File: config.mk
export PLATFORM = sky130hd
export DESIGN_NAME = weld_ext_io_dev_flat
export DESIGN_NICKNAME = d
export VERILOG_FILES = /design/src/ext_io_pkg.sv /design/src/ext_io_if.sv /design/src/weld_ext_io_dev.sv /design/src/flat_wrapper.sv
export SDC_FILE = /design/constraint.sdc
export NUM_CORES = 1
export LEC_CHECK = 0
export BUFFER_PORTS_ARGS = -buffer_cell sky130_fd_sc_hd__buf_4
export CORE_ASPECT_RATIO = 1.1
export CORE_MARGIN = 4
export CORE_UTILIZATION = 60
export DETAILED_ROUTE_END_ITERATION = 8
export PLACE_DENSITY_LB_ADDON = 0.05
export SYNTH_ARGS = -nofsm -noshare
export SYNTH_HDL_FRONTEND = slang
export SYNTH_SLANG_ARGS = --single-unit
File: constraint.sdc
create_clock -name clk_i -period 4.4 [get_ports clk_i]
set_input_delay 0.22 -clock clk_i [delete_from_list [all_inputs] [get_ports clk_i]]
set_output_delay 0.22 -clock clk_i [all_outputs]
set_load 0.01 [all_outputs]
File: src/ext_io_pkg.sv
/*
  Shared constants for the dry-contact external control link of a pulsed laser welder:
  timing, link field positions, configuration codes and the controller register map.
  Assumes a single 20 MHz clock on both ends; all timing runs on a 0.1 ms tick.
*/
package ext_io_pkg;

  //////////////////////////////////////////////////////////////////////////////////////////
  // Clock and tick
  localparam int CLK_HZ      = 20_000_000;
  localparam int TICK_US     = 100;
  localparam int TICK_CYCLES = CLK_HZ / 1_000_000 * TICK_US;
  localparam int PRE_W       = 16;
  localparam int CNT_W       = 12;

  //////////////////////////////////////////////////////////////////////////////////////////
  // Link widths and field positions of the sampled input vector
  localparam int SCHED_W  = 8;
  localparam int BEAM_W   = 2;
  localparam int LINK_W   = SCHED_W + BEAM_W + 4;
  localparam int IN_GUIDE = 0;
  localparam int IN_CTRL  = 1;
  localparam int IN_PUMP  = 2;
  localparam int IN_START = 3;
  localparam int IN_BEAM  = 4;
  localparam int IN_SCHED = IN_BEAM + BEAM_W;

  // Welder output vector as sampled by the controller
  localparam int RET_W      = 6;
  localparam int RET_ACCEPT = 0;
  localparam int RET_DIODE  = 1;
  localparam int RET_READY  = 2;
  localparam int RET_END    = 3;
  localparam int RET_OK     = 4;
  localparam int RET_TRBL   = 5;

  //////////////////////////////////////////////////////////////////////////////////////////
  // Acceptance time select codes; code 0 is the reset default
  localparam logic [2:0] ACC_4MS  = 3'h0;
  localparam logic [2:0] ACC_0M1  = 3'h1;
  localparam logic [2:0] ACC_1MS  = 3'h2;
  localparam logic [2:0] ACC_2MS  = 3'h3;
  localparam logic [2:0] ACC_8MS  = 3'h4;
  localparam logic [2:0] ACC_16MS = 3'h5;
  localparam int ACC_0M1_US  = 100;
  localparam int ACC_1MS_US  = 1000;
  localparam int ACC_2MS_US  = 2000;
  localparam int ACC_4MS_US  = 4000;
  localparam int ACC_8MS_US  = 8000;
  localparam int ACC_16MS_US = 16000;

  // Result pulse length select codes; code 0 is the reset default
  localparam logic [1:0] RES_20MS = 2'h0;
  localparam logic [1:0] RES_30MS = 2'h1;
  localparam logic [1:0] RES_40MS = 2'h2;
  localparam int RES_20MS_US = 20000;
  localparam int RES_30MS_US = 30000;
  localparam int RES_40MS_US = 40000;

  //////////////////////////////////////////////////////////////////////////////////////////
  // Controller waits
  localparam int BEAM_WAIT_US  = 151000;
  localparam int SCHED_WAIT_US = 17000;
  localparam int START_HOLD_US = 20000;
  localparam int STOP_GAP_US   = 10000;
  localparam int BEAM_WAIT_TICKS  = BEAM_WAIT_US / TICK_US;
  localparam int SCHED_WAIT_TICKS = SCHED_WAIT_US / TICK_US;
  localparam int START_HOLD_TICKS = START_HOLD_US / TICK_US;
  localparam int STOP_GAP_TICKS   = STOP_GAP_US / TICK_US;

  //////////////////////////////////////////////////////////////////////////////////////////
  // Controller register map
  localparam int ADDR_W = 8;
  localparam int DATA_W = 32;
  localparam logic [7:0] REG_CTRL   = 8'h00;
  localparam logic [7:0] REG_SCHED  = 8'h04;
  localparam logic [7:0] REG_START  = 8'h08;
  localparam logic [7:0] REG_STATUS = 8'h0C;
  localparam int CTRL_EXT   = 0;
  localparam int CTRL_PUMP  = 1;
  localparam int CTRL_GUIDE = 2;
  localparam int CTRL_BEAM  = 3;
  localparam int START_GO   = 0;
  localparam int START_PEND = 0;
  localparam int START_ON   = 1;
  localparam int ST_ACCEPT  = 0;
  localparam int ST_DIODE   = 1;
  localparam int ST_READY   = 2;
  localparam int ST_DONE    = 3;
  localparam int ST_OK      = 4;
  localparam int ST_TRBL    = 5;

endpackage : ext_io_pkg

File: src/ext_io_if.sv
/*
  Contact-level link between the welder and the external controller.
  Every signal is a closed (1) or open (0) dry contact; no clock travels on it.
*/
`timescale 1ns/1ps
interface ext_io_if;
  logic [ext_io_pkg::SCHED_W-1:0] sched_sel;
  logic [ext_io_pkg::BEAM_W-1:0]  beam_sel;
  logic                           laser_start;
  logic                           pump_diode_on;
  logic                           ctrl_switch;
  logic                           guide_light;
  logic                           ext_accept;
  logic                           diode_ready;
  logic                           ready;
  logic                           end_out;
  logic                           mon_ok;
  logic                           mon_trouble;

  modport device (
    input  sched_sel, beam_sel, laser_start, pump_diode_on, ctrl_switch, guide_light,
    output ext_accept, diode_ready, ready, end_out, mon_ok, mon_trouble
  );
  modport plc (
    output sched_sel, beam_sel, laser_start, pump_diode_on, ctrl_switch, guide_light,
    input  ext_accept, diode_ready, ready, end_out, mon_ok, mon_trouble
  );
endinterface : ext_io_if

File: src/weld_ext_io_dev.sv
/*
  Welder end of the external contact link: samples the controller contacts,
  filters schedule and start closures, sequences one light output and
  returns end and monitor result pulses.
  Assumes a controller on the link and welder internals on the user side
  that report warm-up and the end of each light output.
*/
// The plain strobed port and the register offsets were decided locally.
`timescale 1ns/1ps
module weld_ext_io_dev #(
  parameter int TICK_CYCLES_P = ext_io_pkg::TICK_CYCLES
) (
  input  wire logic                             clk_i,
  input  wire logic                             sys_rst_i,
  input  wire logic                             clk_en_i,
  ext_io_if.device                              lnk,
  input  wire logic [2:0]                       sched_acc_sel_i,
  input  wire logic [2:0]                       start_acc_sel_i,
  input  wire logic [1:0]                       result_len_sel_i,
  input  wire logic                             warm_i,
  input  wire logic                             emit_done_i,
  input  wire logic                             emit_ok_i,
  output logic                                  pump_diode_en_o,
  output logic                                  guide_light_o,
  output logic      [ext_io_pkg::BEAM_W-1:0]    shutter_open_o,
  output logic                                  fire_o,
  output logic      [ext_io_pkg::SCHED_W-1:0]   fire_sched_o,
  output logic      [ext_io_pkg::BEAM_W-1:0]    fire_beam_o
);
  import ext_io_pkg::*;

  //////////////////////////////////////////////////////////////////////////////////////////
  // Decoders for the configuration selects
  function automatic logic [CNT_W-1:0] acc_ticks(input logic [2:0] sel);
    case (sel)
      ACC_0M1:  acc_ticks = CNT_W'(ACC_0M1_US / TICK_US);
      ACC_1MS:  acc_ticks = CNT_W'(ACC_1MS_US / TICK_US);
      ACC_2MS:  acc_ticks = CNT_W'(ACC_2MS_US / TICK_US);
      ACC_8MS:  acc_ticks = CNT_W'(ACC_8MS_US / TICK_US);
      ACC_16MS: acc_ticks = CNT_W'(ACC_16MS_US / TICK_US);
      default:  acc_ticks = CNT_W'(ACC_4MS_US / TICK_US);
    endcase
  endfunction : acc_ticks

  function automatic logic [CNT_W-1:0] res_ticks(input logic [1:0] sel);
    case (sel)
      RES_30MS: res_ticks = CNT_W'(RES_30MS_US / TICK_US);
      RES_40MS: res_ticks = CNT_W'(RES_40MS_US / TICK_US);
      default:  res_ticks = CNT_W'(RES_20MS_US / TICK_US);
    endcase
  endfunction : res_ticks

  //////////////////////////////////////////////////////////////////////////////////////////
  // State
  typedef enum logic [1:0] {
    DEV_IDLE,
    DEV_FIRE,
    DEV_RESULT
  } dev_state_t;

  typedef struct packed {
    logic [LINK_W-1:0]  s1;
    logic [LINK_W-1:0]  s2;
    logic [PRE_W-1:0]   pre;
    logic [SCHED_W-1:0] sch_cand;
    logic [SCHED_W-1:0] sch;
    logic [CNT_W-1:0]   sch_cnt;
    logic [CNT_W-1:0]   st_cnt;
    logic [CNT_W-1:0]   res_cnt;
    logic               armed;
    dev_state_t         state;
    logic               ext_ok;
    logic               diode_en;
    logic               diode_rdy;
    logic               ready;
    logic               end_pulse;
    logic               mon_ok;
    logic               mon_trb;
    logic               guide;
    logic [BEAM_W-1:0]  shutter;
    logic               fire;
    logic [SCHED_W-1:0] fire_sch;
    logic [BEAM_W-1:0]  fire_beam;
  } dev_q_t;

  dev_q_t           q;
  dev_q_t           d;
  logic             tick;
  logic             ext;
  logic             start;
  logic [SCHED_W-1:0] sch_in;
  logic [CNT_W-1:0] sch_acc;
  logic [CNT_W-1:0] st_acc;

  // Coarse 0.1 ms tick keeps all counters narrow; filters resolve one tick
  assign tick    = (q.pre == PRE_W'(TICK_CYCLES_P - 1));
  assign ext     = q.s2[IN_CTRL];
  assign start   = ext & q.s2[IN_START];
  assign sch_in  = q.s2[IN_SCHED +: SCHED_W];
  // One tick more than the setting: the first tick may fall right after the closure,
  // so a full acceptance time always passes before a schedule or start is taken
  assign sch_acc = acc_ticks(sched_acc_sel_i) + 1'b1;
  assign st_acc  = acc_ticks(start_acc_sel_i) + 1'b1;

  //////////////////////////////////////////////////////////////////////////////////////////
  always_comb begin
    d      = q;
    // Contacts come from outside the clock domain
    d.s1   = {lnk.sched_sel, lnk.beam_sel, lnk.laser_start, lnk.pump_diode_on,
              lnk.ctrl_switch, lnk.guide_light};
    d.s2   = q.s1;
    d.pre  = tick ? '0 : q.pre + 1'b1;
    d.fire = 1'b0;

    // With control switching open every other contact is ignored
    d.ext_ok    = ext;
    d.diode_en  = ext & q.s2[IN_PUMP];
    d.diode_rdy = q.diode_en & warm_i;
    d.guide     = ext & q.s2[IN_GUIDE];
    d.shutter   = ext ? q.s2[IN_BEAM +: BEAM_W] : '0;

    // Schedule filter restarts on any change of the combination
    if (ext) begin
      if (sch_in != q.sch_cand) begin
        d.sch_cand = sch_in;
        d.sch_cnt  = '0;
      end else if (q.sch_cnt != sch_acc) begin
        if (tick) begin
          d.sch_cnt = q.sch_cnt + 1'b1;
        end
      end else begin
        d.sch = q.sch_cand;
      end
    end

    // Light possible: diodes up, a shutter open and no output in progress
    d.ready = ext & q.diode_rdy & (|q.shutter) & (q.sch != '0)
              & (q.state == DEV_IDLE);

    // Start filter; a new start needs the contact to open again first
    if (!start) begin
      d.st_cnt = '0;
      d.armed  = 1'b1;
    end else if (tick && q.st_cnt != st_acc) begin
      d.st_cnt = q.st_cnt + 1'b1;
    end

    case (q.state)
      DEV_IDLE: begin
        if (start && q.armed && q.st_cnt == st_acc) begin
          d.armed = 1'b0;
          if (q.ready) begin
            d.fire      = 1'b1;
            d.fire_sch  = q.sch;
            d.fire_beam = q.shutter;
            d.state     = DEV_FIRE;
          end
        end
      end
      DEV_FIRE: begin
        if (emit_done_i) begin
          d.end_pulse = 1'b1;
          d.mon_ok    = emit_ok_i;
          d.mon_trb   = ~emit_ok_i;
          d.res_cnt   = '0;
          d.state     = DEV_RESULT;
        end
      end
      DEV_RESULT: begin
        if (tick) begin
          d.res_cnt = q.res_cnt + 1'b1;
        end
        if (q.res_cnt == res_ticks(result_len_sel_i)) begin
          d.end_pulse = 1'b0;
          d.mon_ok    = 1'b0;
          d.mon_trb   = 1'b0;
          d.state     = DEV_IDLE;
        end
      end
      default: begin
        d.state = DEV_IDLE;
      end
    endcase
  end

  always_ff @(posedge clk_i or posedge sys_rst_i) begin
    if (sys_rst_i) begin
      q <= '0;
    end else if (clk_en_i) begin
      q <= d;
    end
  end

  //////////////////////////////////////////////////////////////////////////////////////////
  assign lnk.ext_accept  = q.ext_ok;
  assign lnk.diode_ready = q.diode_rdy;
  assign lnk.ready       = q.ready;
  assign lnk.end_out     = q.end_pulse;
  assign lnk.mon_ok      = q.mon_ok;
  assign lnk.mon_trouble = q.mon_trb;
  assign pump_diode_en_o = q.diode_en;
  assign guide_light_o   = q.guide;
  assign shutter_open_o  = q.shutter;
  assign fire_o          = q.fire;
  assign fire_sched_o    = q.fire_sch;
  assign fire_beam_o     = q.fire_beam;

endmodule : weld_ext_io_dev

File: src/flat_wrapper.sv
// flat-port wrapper written by rule: the top's interface ports become plain ports
module weld_ext_io_dev_flat import ext_io_pkg::*;
#(
  parameter int TICK_CYCLES_P = ext_io_pkg::TICK_CYCLES
)
  (clk_i, sys_rst_i, clk_en_i, sched_acc_sel_i, start_acc_sel_i, result_len_sel_i, warm_i, emit_done_i, emit_ok_i, pump_diode_en_o, guide_light_o, shutter_open_o, fire_o, fire_sched_o, fire_beam_o, lnk_sched_sel, lnk_beam_sel, lnk_laser_start, lnk_pump_diode_on, lnk_ctrl_switch, lnk_guide_light, lnk_ext_accept, lnk_diode_ready, lnk_ready, lnk_end_out, lnk_mon_ok, lnk_mon_trouble);
  ext_io_if lnk_i ();
  input  wire logic clk_i;
  input  wire logic sys_rst_i;
  input  wire logic clk_en_i;
  input  wire logic [2:0] sched_acc_sel_i;
  input  wire logic [2:0] start_acc_sel_i;
  input  wire logic [1:0] result_len_sel_i;
  input  wire logic warm_i;
  input  wire logic emit_done_i;
  input  wire logic emit_ok_i;
  output logic pump_diode_en_o;
  output logic guide_light_o;
  output logic      [ext_io_pkg::BEAM_W-1:0] shutter_open_o;
  output logic fire_o;
  output logic      [ext_io_pkg::SCHED_W-1:0] fire_sched_o;
  output logic      [ext_io_pkg::BEAM_W-1:0] fire_beam_o;
  input wire logic [$bits(lnk_i.sched_sel)-1:0] lnk_sched_sel;
  input wire logic [$bits(lnk_i.beam_sel)-1:0] lnk_beam_sel;
  input wire logic [$bits(lnk_i.laser_start)-1:0] lnk_laser_start;
  input wire logic [$bits(lnk_i.pump_diode_on)-1:0] lnk_pump_diode_on;
  input wire logic [$bits(lnk_i.ctrl_switch)-1:0] lnk_ctrl_switch;
  input wire logic [$bits(lnk_i.guide_light)-1:0] lnk_guide_light;
  output wire logic [$bits(lnk_i.ext_accept)-1:0] lnk_ext_accept;
  output wire logic [$bits(lnk_i.diode_ready)-1:0] lnk_diode_ready;
  output wire logic [$bits(lnk_i.ready)-1:0] lnk_ready;
  output wire logic [$bits(lnk_i.end_out)-1:0] lnk_end_out;
  output wire logic [$bits(lnk_i.mon_ok)-1:0] lnk_mon_ok;
  output wire logic [$bits(lnk_i.mon_trouble)-1:0] lnk_mon_trouble;
  assign lnk_i.sched_sel = lnk_sched_sel;
  assign lnk_i.beam_sel = lnk_beam_sel;
  assign lnk_i.laser_start = lnk_laser_start;
  assign lnk_i.pump_diode_on = lnk_pump_diode_on;
  assign lnk_i.ctrl_switch = lnk_ctrl_switch;
  assign lnk_i.guide_light = lnk_guide_light;
  assign lnk_ext_accept = lnk_i.ext_accept;
  assign lnk_diode_ready = lnk_i.diode_ready;
  assign lnk_ready = lnk_i.ready;
  assign lnk_end_out = lnk_i.end_out;
  assign lnk_mon_ok = lnk_i.mon_ok;
  assign lnk_mon_trouble = lnk_i.mon_trouble;
  weld_ext_io_dev #(.TICK_CYCLES_P(TICK_CYCLES_P)) u_core (.clk_i(clk_i), .sys_rst_i(sys_rst_i), .clk_en_i(clk_en_i), .lnk(lnk_i), .sched_acc_sel_i(sched_acc_sel_i), .start_acc_sel_i(start_acc_sel_i), .result_len_sel_i(result_len_sel_i), .warm_i(warm_i), .emit_done_i(emit_done_i), .emit_ok_i(emit_ok_i), .pump_diode_en_o(pump_diode_en_o), .guide_light_o(guide_light_o), .shutter_open_o(shutter_open_o), .fire_o(fire_o), .fire_sched_o(fire_sched_o), .fire_beam_o(fire_beam_o));
endmodule
==> results of run 1 <==
==> through the flow <==
step	util	hold WS [ps]	cell area, um2	setup WS (ps)
2_1_floorplan	-	329	5990	994
3_3_place_gp	0.662	423	6310	1970
3_5_place_dp	0.662	430	6310	1910
4_1_cts	0.741	18.4	7070	1940
5_1_grt	0.741	65.7	7070	1710
6_report	0.741	25.6	7070	1940
==> cells in the final DEF, fill, tap and decap left out, types with 7 or more instances in the layout <==
master	Yosys	final
a21oi_1	14	14
and3_1	9	9
buf_4	12	49
clkbuf_16	0	16
dfrtp_1	120	120
dlygate4sd3_1	0	17
ha_1	7	7
inv_1	20	19
mux2_2	40	40
mux2_4	8	8
nand2_1	65	65
nand3_1	22	22
nand4_1	19	19
nor2_1	42	42
nor3_1	11	11
o21ai_0	24	24
or3_1	8	8
xnor2_1	19	19
xor2_1	24	24
==> final cells by class <==
| cell class | instances | area (um2) | share of cell area |
|---|---|---|---|
| Multi-Input combinational cell | 395 | 2720 | 0.384 |
| Sequential cell | 120 | 3000 | 0.425 |
| Tap cell | 117 | 146 | 0.0207 |
| Timing Repair Buffer | 66 | 538 | 0.0761 |
| Clock buffer | 21 | 459 | 0.0650 |
| Clock inverter | 9 | 124 | 0.0175 |
| Inverter | 21 | 81.3 | 0.0115 |
==> routing by layer <==
| metal | vias to the layer above | share of wire | global-route usage |
|---|---|---|---|
| met4 | 0 | 0.020 | 0.0889 |
| met5 | - | 0 | 0 |
| met2 | 85 | 0.50 | 0.371 |
| met3 | 25 | 0.037 | 0.0549 |
| li1 | 2102 | - | - |
| met1 | 2115 | 0.44 | 0.304 |
==> state kept, by name, indices dropped and copies added, names as in the netlist <==
name	cells
u_core.d	15
u_core.lnk.diode_ready	1
u_core.pump_diode_en_o	1
u_core.lnk.mon_ok	1
u_core.fire_beam_o	2
u_core.lnk.ready	1
u_core.guide_light_o	1
u_core.fire_o	1
u_core.lnk.end_out	1
u_core.shutter_open_o	2
u_core.q	84
u_core.fire_sched_o	8
u_core.lnk.ext_accept	1
u_core.lnk.mon_trouble	1
==> repair_timing <==
action,in CTS,in global routing
endpoints found under the setup margin,0,0
endpoints found under the hold margin,100,0
hold buffers,17,0
==> power groups by stage <==
stage | logic (mW) | registers [mW] | clock network (mW)
finish | 0.286 | 1.28 | 1.37
global route | 0.322 | 1.30 | 1.45
CTS | 0.289 | 1.28 | 1.39
detailed placement | 0.270 | 1.30 | 0
global placement | 0.260 | 1.29 | 0
floorplan | 0.204 | 1.28 | 0
==> worst max-delay path by stage <==
| stage | end | slack, ps | depth (start not counted) | from |
|---|---|---|---|---|
| floorplan | u_core.d[100] | 990 | 1 | sys_rst_i |
| global placement | u_core.q[47] | 1970 | 7 | clk_en_i |
| detailed placement | u_core.q[43] | 1910 | 7 | clk_en_i |
| CTS | u_core.q[45] | 1940 | 7 | u_core.q[88] |
| global route | u_core.q[43] | 1710 | 7 | u_core.q[88] |
| finish | u_core.q[45] | 1940 | 7 | u_core.q[88] |
==> tightest hold or removal path, stage by stage <==
cell     delay, ps
buf_4          100
o21ai_0         70
nand2_1         70
nand2_1         60
==> kinds of logic (layout without fill, tap and decap cells) <==
group,Yosys count,in the layout,synth area share
adders and majority gates,7,7,0.0146
AOI/OAI and AO/OA,77,77,0.0875
muxes,51,51,0.100
xor gates and xnor gates,43,43,0.0629
DFF,120,120,0.501
buffers and inverters,52,117,0.0449
and+or+nand+nor,217,217,0.188
==> Yosys cell counts (4+ instances only) <==
cell	number	area, um2
a21oi_1	14	70.1
a31oi_1	4	25.0
and2_1	5	31.3
and3_1	9	56.3
and4_1	4	35.0
buf_4	12	90.1
clkbuf_1	10	37.5
dfrtp_1	120	3000
ha_1	7	87.6
inv_1	20	75.1
mux2_2	40	450
mux2_4	8	120
nand2_1	65	244
nand2b_1	5	31.3
nand3_1	22	110
nand4_1	19	119
nor2_1	42	158
nor3_1	11	55.1
nor4_1	4	25.0
o211ai_1	5	37.5
o21a_1	4	30.0
o21ai_0	24	120
or3_1	8	50.1
xnor2_1	19	166
xor2_1	24	210
==> results.yml, run 1 <==
layout:
  drive_gt1_frac: 0.220
  nets: 656
  areaGrowthSynthToFinish_pct: 18.0
  diodes: 0
  nFillCells: 671
  stdcell_count: 749
detailed_routing:
  drt_iter0_drc: 188
  vias: 4327
  remaining_drc_errors: 0
  dr.pass1.iters: 4
  viasPerCell: 5.78
  wire_per_inst_um: 16.2
  wl_um: 12100
  antenna_left: 0
sta:
  fin_crit_sh: 0.558
  setup_tns_ps: 0
  worst_clock_skew_ps: 6.12
  rsz0062_at_grt: "false"
  slew_viol_final: 0
  worst_slew_pin_slew_ps: 986
  period_needed_ps: 2460
  max_slew_margin: 0.342
  hold_violations: 0
  max_freq_mhz: 407
  setup_violations: 0
worst_hold_path:
  hold_path_end: "u_core.q[21]"
  min_from: "emit_done_i"
  hold_path_class: "input port to flop"
  hold_depth: 4
job:
  cap_violations: 0
worst_setup_path:
  r2r_start: "u_core.q[88]"
  crit_arrival_ps: 2850
  worstPathRequired_ps: 4800
  rr_worst_depth: 7
  max_stage_delay_ps: 630
  crit_top_cell: "nor2_1"
  crit_chain: "nor4_2 -> nand4_1 -> nor2_1 -> and4_1 -> nand3_1 -> xor2_1 -> nor2_1"
  crit_type: "flop to flop"
  crit_path_top_delay_cell: "nor2_1"
  cp_max_fo: 13
  critPathBufInv: 0
  cp_top_family: "simple AND/OR/NAND/NOR gates"
  setup.worst_path.end_class: "flop"
  r2r-end: "u_core.q[45]"
  reg2reg_slack_ps: 1940
  startpoint_type: "flop"
floorplan:
  dieArea_mm2: 0.0116
  core_area_mm2: 0.00954
  initial_utilization: 0.628
  fp-row-count: 37
  io_pins: 49
  die_x_um: 103
  die_h_um: 113
clock_tree:
  cts-root-buf: "clkbuf_8"
  clock-sinks: 120
  clk_latency_ps: 530
  h-tree-depth: 4
  cts-buffers-inserted: 17
  clk_pin_slew_ps: 60
  cts_tree: "yes"
  ctsResizeCount: 0
  postCtsSetupRepairBufs: 0
  cts.path.max_buffers: 2
yosys:
  postSynthCellCount: 567
  synthFlopType: "dfrtp_1"
  syn_avg_cell_area_um2: 10.6
  mappedNetlistNets: 602
  ys_async_sr_fraction: 1.00
  synth_edf_count: 0
  synth.distinct_cells: 63
  ys_warn_count: 0
  yosysSeqAreaShare: 0.501
  ys_ff_latch: 120
  synth_area_mm2: 0.00599
power:
  ir_drop_mv: 0.275
  p_int_mw: 2.23
  comb_power_share: 0.097
  p_per_area_mw_per_mm2: 416
  power_mw: 2.94
  power_frac_clock: 0.467
  p_switching_mw: 0.710
  p_seq_frac: 0.436
  p_sw_frac: 0.242
  leakage_nw: 3.25
placed_design:
  gp_congestion: 0.841
  place_inst: 702
  hpwl_um: 8060
  io_buffers: 48
global_routing:
  grt_pass1_vias: 4366
  grt_pass1_wl_um: 21000
  grt_max_degree: 85
  antenna_found_initial: 0
  grt.overflow.total: 0
  grt_util_all_layers: 0.231
run_status:
  outcome: "complete, no violations"
Power figures use the tool's default switching activity.
==> run 2, diff against run 1 <==
--- a/config.mk
+++ b/config.mk
@@ -5,6 +5,7 @@
 export SDC_FILE = /design/constraint.sdc
 export NUM_CORES = 1
 export LEC_CHECK = 0
+export ABC_AREA = 1
 export BUFFER_PORTS_ARGS = -buffer_cell sky130_fd_sc_hd__buf_4
 export CORE_ASPECT_RATIO = 1.1
 export CORE_MARGIN = 4
==> constraint.sdc (replaced) <==
create_clock -name clk_i -period 2.4 [get_ports clk_i]
set_input_delay 0.12 -clock clk_i [delete_from_list [all_inputs] [get_ports clk_i]]
set_output_delay 0.12 -clock clk_i [all_outputs]
set_load 0.01 [all_outputs]
==> results.yml, run 2 <==
worst_hold_path:
  hold_path_end: "u_core.d[20]"
  hold_path_class: "input port to flop"
  min_from: "clk_en_i"
  hold_depth: 3
sta:
  fin_crit_sh: 0.890
  period_needed_ps: 2140
  max_freq_mhz: 468
  hold_violations: 0
  fin_hold_ws_ps: 93.0
  rsz0062_at_grt: "false"
  setup_tns_ps: 0
  max_slew_margin: 0.601
  worst_clock_skew_ps: 9.89
  worst_slew_pin_slew_ps: 597
  slew_viol_final: 0
  setup_violations: 0
clock_tree:
  clock-sinks: 120
  cts_tree: "yes"
  clk_latency_ps: 410
  clk_pin_slew_ps: 60
  cts-root-buf: "clkbuf_16"
  cts-buffers-inserted: 17
  postCtsSetupRepairBufs: 0
  ctsHoldBuffers: 17
  h-tree-depth: 4
  ctsResizeCount: 0
  cts.path.max_buffers: 2
yosys:
  ys_warn_count: 0
  synth_area_mm2: 0.00647
  postSynthCellCount: 839
  ys_async_sr_fraction: 1.00
  synth_edf_count: 0
  syn_avg_cell_area_um2: 7.72
  synth_area_leaders: "dfrtp_1, nand2_1, nand3_1"
  mappedNetlistNets: 874
  yosysMostFrequentCell: "nand2_1"
  synth.distinct_cells: 41
  yosysSeqAreaShare: 0.464
  synthTopCellsByCount: "nand2_1, dfrtp_1, inv_1"
  yosys.area.top_type_share: 0.464
  ys_ff_latch: 120
  synth_area_leader_cell: "dfrtp_1"
  synthFlopType: "dfrtp_1"
global_routing:
  grt_pass1_vias: 5309
  grt_util_all_layers: 0.248
  grt_max_degree: 53
  grt.overflow.total: 0
  grt_pass1_wl_um: 24400
  antenna_found_initial: 0
floorplan:
  die_x_um: 107
  fp-row-count: 39
  die_h_um: 117
  io_pins: 49
  dieArea_mm2: 0.0125
  initial_utilization: 0.617
  core_area_mm2: 0.0105
layout:
  drive_gt1_frac: 0.134
  largest_reg_flops: 84
  areaGrowthSynthToFinish_pct: 18.7
  nets: 932
  largest_register: "u_core.q"
  layout_common_cells: "nand2_1, dfrtp_1, inv_1, nand3_1, nor2_1"
  final_common_cell: "nand2_1"
  nFillCells: 809
  diodes: 0
power:
  power_frac_clock: 0.466
  comb_power_share: 0.117
  p_seq_frac: 0.417
  p_int_mw: 4.11
  p_switching_mw: 1.50
  p_per_area_mw_per_mm2: 731
  ir_drop_mv: 0.597
  power_mw: 5.62
  leakage_nw: 3.85
  p_sw_frac: 0.268
detailed_routing:
  viasPerCell: 5.29
  antenna_left: 0
  met3_length_um: 662
  drt_iter0_drc: 294
  met2WireLength_um: 7140
  wire_per_inst_um: 13.9
  vias: 5567
  wl_met1_um: 6570
  remaining_drc_errors: 0
  dr.pass1.iters: 6
  maxUsedRoutingLayer: "met4"
  wl_um: 14600
worst_setup_path:
  r2r_start: "u_core.q[21]"
  worstPathRequired_ps: 2670
  crit_arrival_ps: 2400
  reg2reg_slack_ps: 260
  startpoint_type: "flop"
  setup.worst_path.end_class: "flop"
  r2r-end: "u_core.q[30]"
  crit_type: "flop to flop"
  rr_worst_depth: 9
  cp_max_fo: 22
placed_design:
  io_buffers: 48
  gp_congestion: 0.947
  hpwl_um: 10100
job:
  cap_violations: 0
run_status:
  outcome: "complete, no violations"
run 2: kinds of logic (layout without fill, tap and decap cells):
| kind of cell | Yosys count | count (layout) | synth area share |
|---|---|---|---|
| fa+ha+maj | 7 | 7 | 0.0135 |
| buf+inv | 122 | 193 | 0.0829 |
| xor+xnor | 36 | 36 | 0.0487 |
| simple gates | 474 | 474 | 0.317 |
| flops | 120 | 120 | 0.464 |
| compound gates | 80 | 80 | 0.0740 |
run 2: cell type report:
| class | count | area (um2) | share of cell area |
|---|---|---|---|
| Tap cell | 143 | 179 | 0.0233 |
| Multi-Input combinational cell | 597 | 2930 | 0.382 |
| Inverter | 87 | 330 | 0.0430 |
| Clock inverter | 14 | 185 | 0.0241 |
| Timing Repair Buffer | 74 | 623 | 0.0811 |
| Clock buffer | 18 | 429 | 0.0559 |
| Sequential cell | 120 | 3000 | 0.391 |
run 2: per-stage QoR:
stage / cell area [um2] / util / setup WS [ps] / std cells
after CTS: 7680 / 0.732 / 305 / 1053
after global placement: 6900 / 0.658 / 474 / 1004
after floorplan: 6480 / - / 760 / 839
after detailed placement: 6900 / 0.658 / 329 / 1004
after global routing: 7680 / 0.732 / 21.0 / 1053
final: 7680 / 0.732 / 265 / 1053
run 2: critical path: stages, from the launching register on:
cell     delay (ps)
dfrtp_1         380
inv_1            50
nor2_1          190
inv_1            90
o21ai_0         250
inv_1           140
nand2_1         190
nand2_1         400
nand4_1         190
o21ai_0         100
run 2: worst max-delay path by stage:
stage,end,slack (ps),startpoint
floorplan,u_core.q[56],760,u_core.q[103]
CTS,u_core.q[29],310,u_core.q[21]
detailed placement,u_core.q[31],330,u_core.q[21]
global route,u_core.q[29],20,u_core.q[21]
finish,u_core.q[30],260,u_core.q[21]
global placement,u_core.q[27],470,u_core.q[21]
run 2: layer usage:
metal  global-route usage  vias up
met5                    0        -
met4               0.0887        0
met3               0.0527       23
met2                0.423      154
met1                0.316     2591
li1                     -     2799
run 2: power groups by stage:
stage	Clock [mW]	Combinational (mW)	Sequential, mW
floorplan	0	0.469	2.34
global placement	0	0.612	2.36
detailed placement	0	0.633	2.37
CTS	2.67	0.664	2.34
global route	2.76	0.759	2.36
finish	2.62	0.658	2.34
==> run 3, diff against run 2 <==
--- a/config.mk
+++ b/config.mk
@@ -11,7 +11,7 @@
 export CORE_MARGIN = 4
 export CORE_UTILIZATION = 60
 export DETAILED_ROUTE_END_ITERATION = 8
-export PLACE_DENSITY_LB_ADDON = 0.05
+export PLACE_DENSITY = 0.8
 export SYNTH_ARGS = -nofsm -noshare
 export SYNTH_HDL_FRONTEND = slang
 export SYNTH_SLANG_ARGS = --single-unit
==> results.yml, run 3 (synthesized netlist as in run 2, its figures left out) <==
worst_setup_path:
  cp_max_fo: 13
  worstPathRequired_ps: 2690
  crit_type: "flop to flop"
  setup.worst_path.end_class: "flop"
  startpoint_type: "flop"
  crit_arrival_ps: 2370
placed_design:
  pre_cts_ws_ps: 346
  gp_congestion: 0.904
  hpwl_um: 10100
  io_buffers: 48
power:
  p_sw_frac: 0.270
  p_seq_frac: 0.414
  comb_power_share: 0.120
  leakage_nw: 3.86
  p_per_area_mw_per_mm2: 734
  p_int_mw: 4.12
  ir_drop_mv: 0.602
  power_frac_clock: 0.466
  p_switching_mw: 1.52
floorplan:
  die_x_um: 107
  dieArea_mm2: 0.0125
  fp-row-count: 39
  core_area_mm2: 0.0105
  initial_utilization: 0.617
  die_h_um: 117
  io_pins: 49
global_routing:
  antenna_found_initial: 0
  grt_util_all_layers: 0.255
  grt_pass1_vias: 5582
  grt_max_degree: 76
  grt_pass1_wl_um: 25500
  grt.overflow.total: 0
clock_tree:
  cts-buffers-inserted: 17
  cts.path.max_buffers: 2
  clk_pin_slew_ps: 60
  ctsResizeCount: 0
  clock-sinks: 120
  postCtsSetupRepairBufs: 0
  cts-root-buf: "clkbuf_16"
  clk_latency_ps: 410
  cts_tree: "yes"
  h-tree-depth: 4
detailed_routing:
  wl_met1_um: 6410
  wire_per_inst_um: 14.2
  met2WireLength_um: 7600
  antenna_left: 0
  wl_um: 15000
  maxUsedRoutingLayer: "met4"
  met3_length_um: 775
  viasPerCell: 5.41
  vias: 5708
  remaining_drc_errors: 0
  dr.pass1.iters: 5
  drt_iter0_drc: 369
worst_hold_path:
  hold_path_class: "input port to flop"
layout:
  final_common_cell: "nand2_1"
  largest_register: "u_core.q"
  areaGrowthSynthToFinish_pct: 18.9
  layout_common_cells: "nand2_1, dfrtp_1, inv_1, nand3_1, nor2_1"
  drive_gt1_frac: 0.137
  multiInputGateArea_mm2: 0.00293
  nFillCells: 782
  nets: 935
  largest_reg_flops: 84
  seq_area_mm2: 0.00300
  diodes: 0
sta:
  setup_tns_ps: 0
  hold_violations: 0
  worst_slew_pin_slew_ps: 564
  slew_viol_final: 0
  worst_clock_skew_ps: 12.4
  fin_ws_ps: 324
  rsz0062_at_grt: "false"
  fin_crit_sh: 0.865
  setup_violations: 0
  period_needed_ps: 2080
  max_slew_margin: 0.624
  max_freq_mhz: 482
run_status:
  outcome: "complete, no violations"
job:
  cap_violations: 0
-- run 3: worst paths after layout --
check,end,cells after the start,slack (ps),startpoint
worst min register to register,u_core.d[98],2,470,u_core.d[98]
worst max-delay path,u_core.q[48],8,320,u_core.q[76]
max in group asynchronous,u_core.q[78],4,1510,sys_rst_i
worst max register to register,u_core.q[48],8,320,u_core.q[76]
worst min-delay path,u_core.fire_sched_o[5],3,80,clk_en_i
min in group asynchronous,u_core.q[40],3,160,sys_rst_i
-- run 3: area by class of cell --
type / count / area share
Sequential cell: 120 / 0.390
Clock buffer: 18 / 0.0558
Clock inverter: 14 / 0.0244
Tap cell: 143 / 0.0232
Inverter: 87 / 0.0429
Timing Repair Buffer: 77 / 0.0823
Multi-Input combinational cell: 597 / 0.381
-- run 3: worst max-delay path: stages (launching register included) --
cell and delay, ps:
dfrtp_1 380, ha_1 200, nand3_1 120, nor2_1 120, nand3_1 160, o21ai_2 500
nand2_2 290, nand2_1 120, nand2_1 70
-- run 3: power by group through the flow --
stage	registers (mW)	logic (mW)	clock network, mW
floorplan	2.34	0.469	0
global placement	2.36	0.605	0
detailed placement	2.37	0.646	0
CTS	2.34	0.677	2.66
global route	2.36	0.762	2.76
finish	2.34	0.678	2.63
-- run 3: metrics by stage --
step	hold WS (ps)	util	std cells	total power, mW	area [um2]
after global routing	89.9	0.734	1056	5.89	7700
final	84.8	0.734	1056	5.65	7700
after global placement	19.0	0.659	1007	2.96	6910
after CTS	68.6	0.734	1056	5.68	7700
after detailed placement	22.8	0.659	1007	3.01	6910
after floorplan	232	-	839	2.81	6480
-- run 3: routing by layer --
metal	GRT usage	up-vias
met4	0.0946	0
met3	0.0532	21
li1	-	2803
met1	0.316	2698
met5	0	-
met2	0.443	186
-- run 3: what timing repair did --
item / in CTS / in global routing
setup endpoints to repair: 0 / 0
endpoints found under the hold margin: 137 / 0
hold buffers: 17 / 0
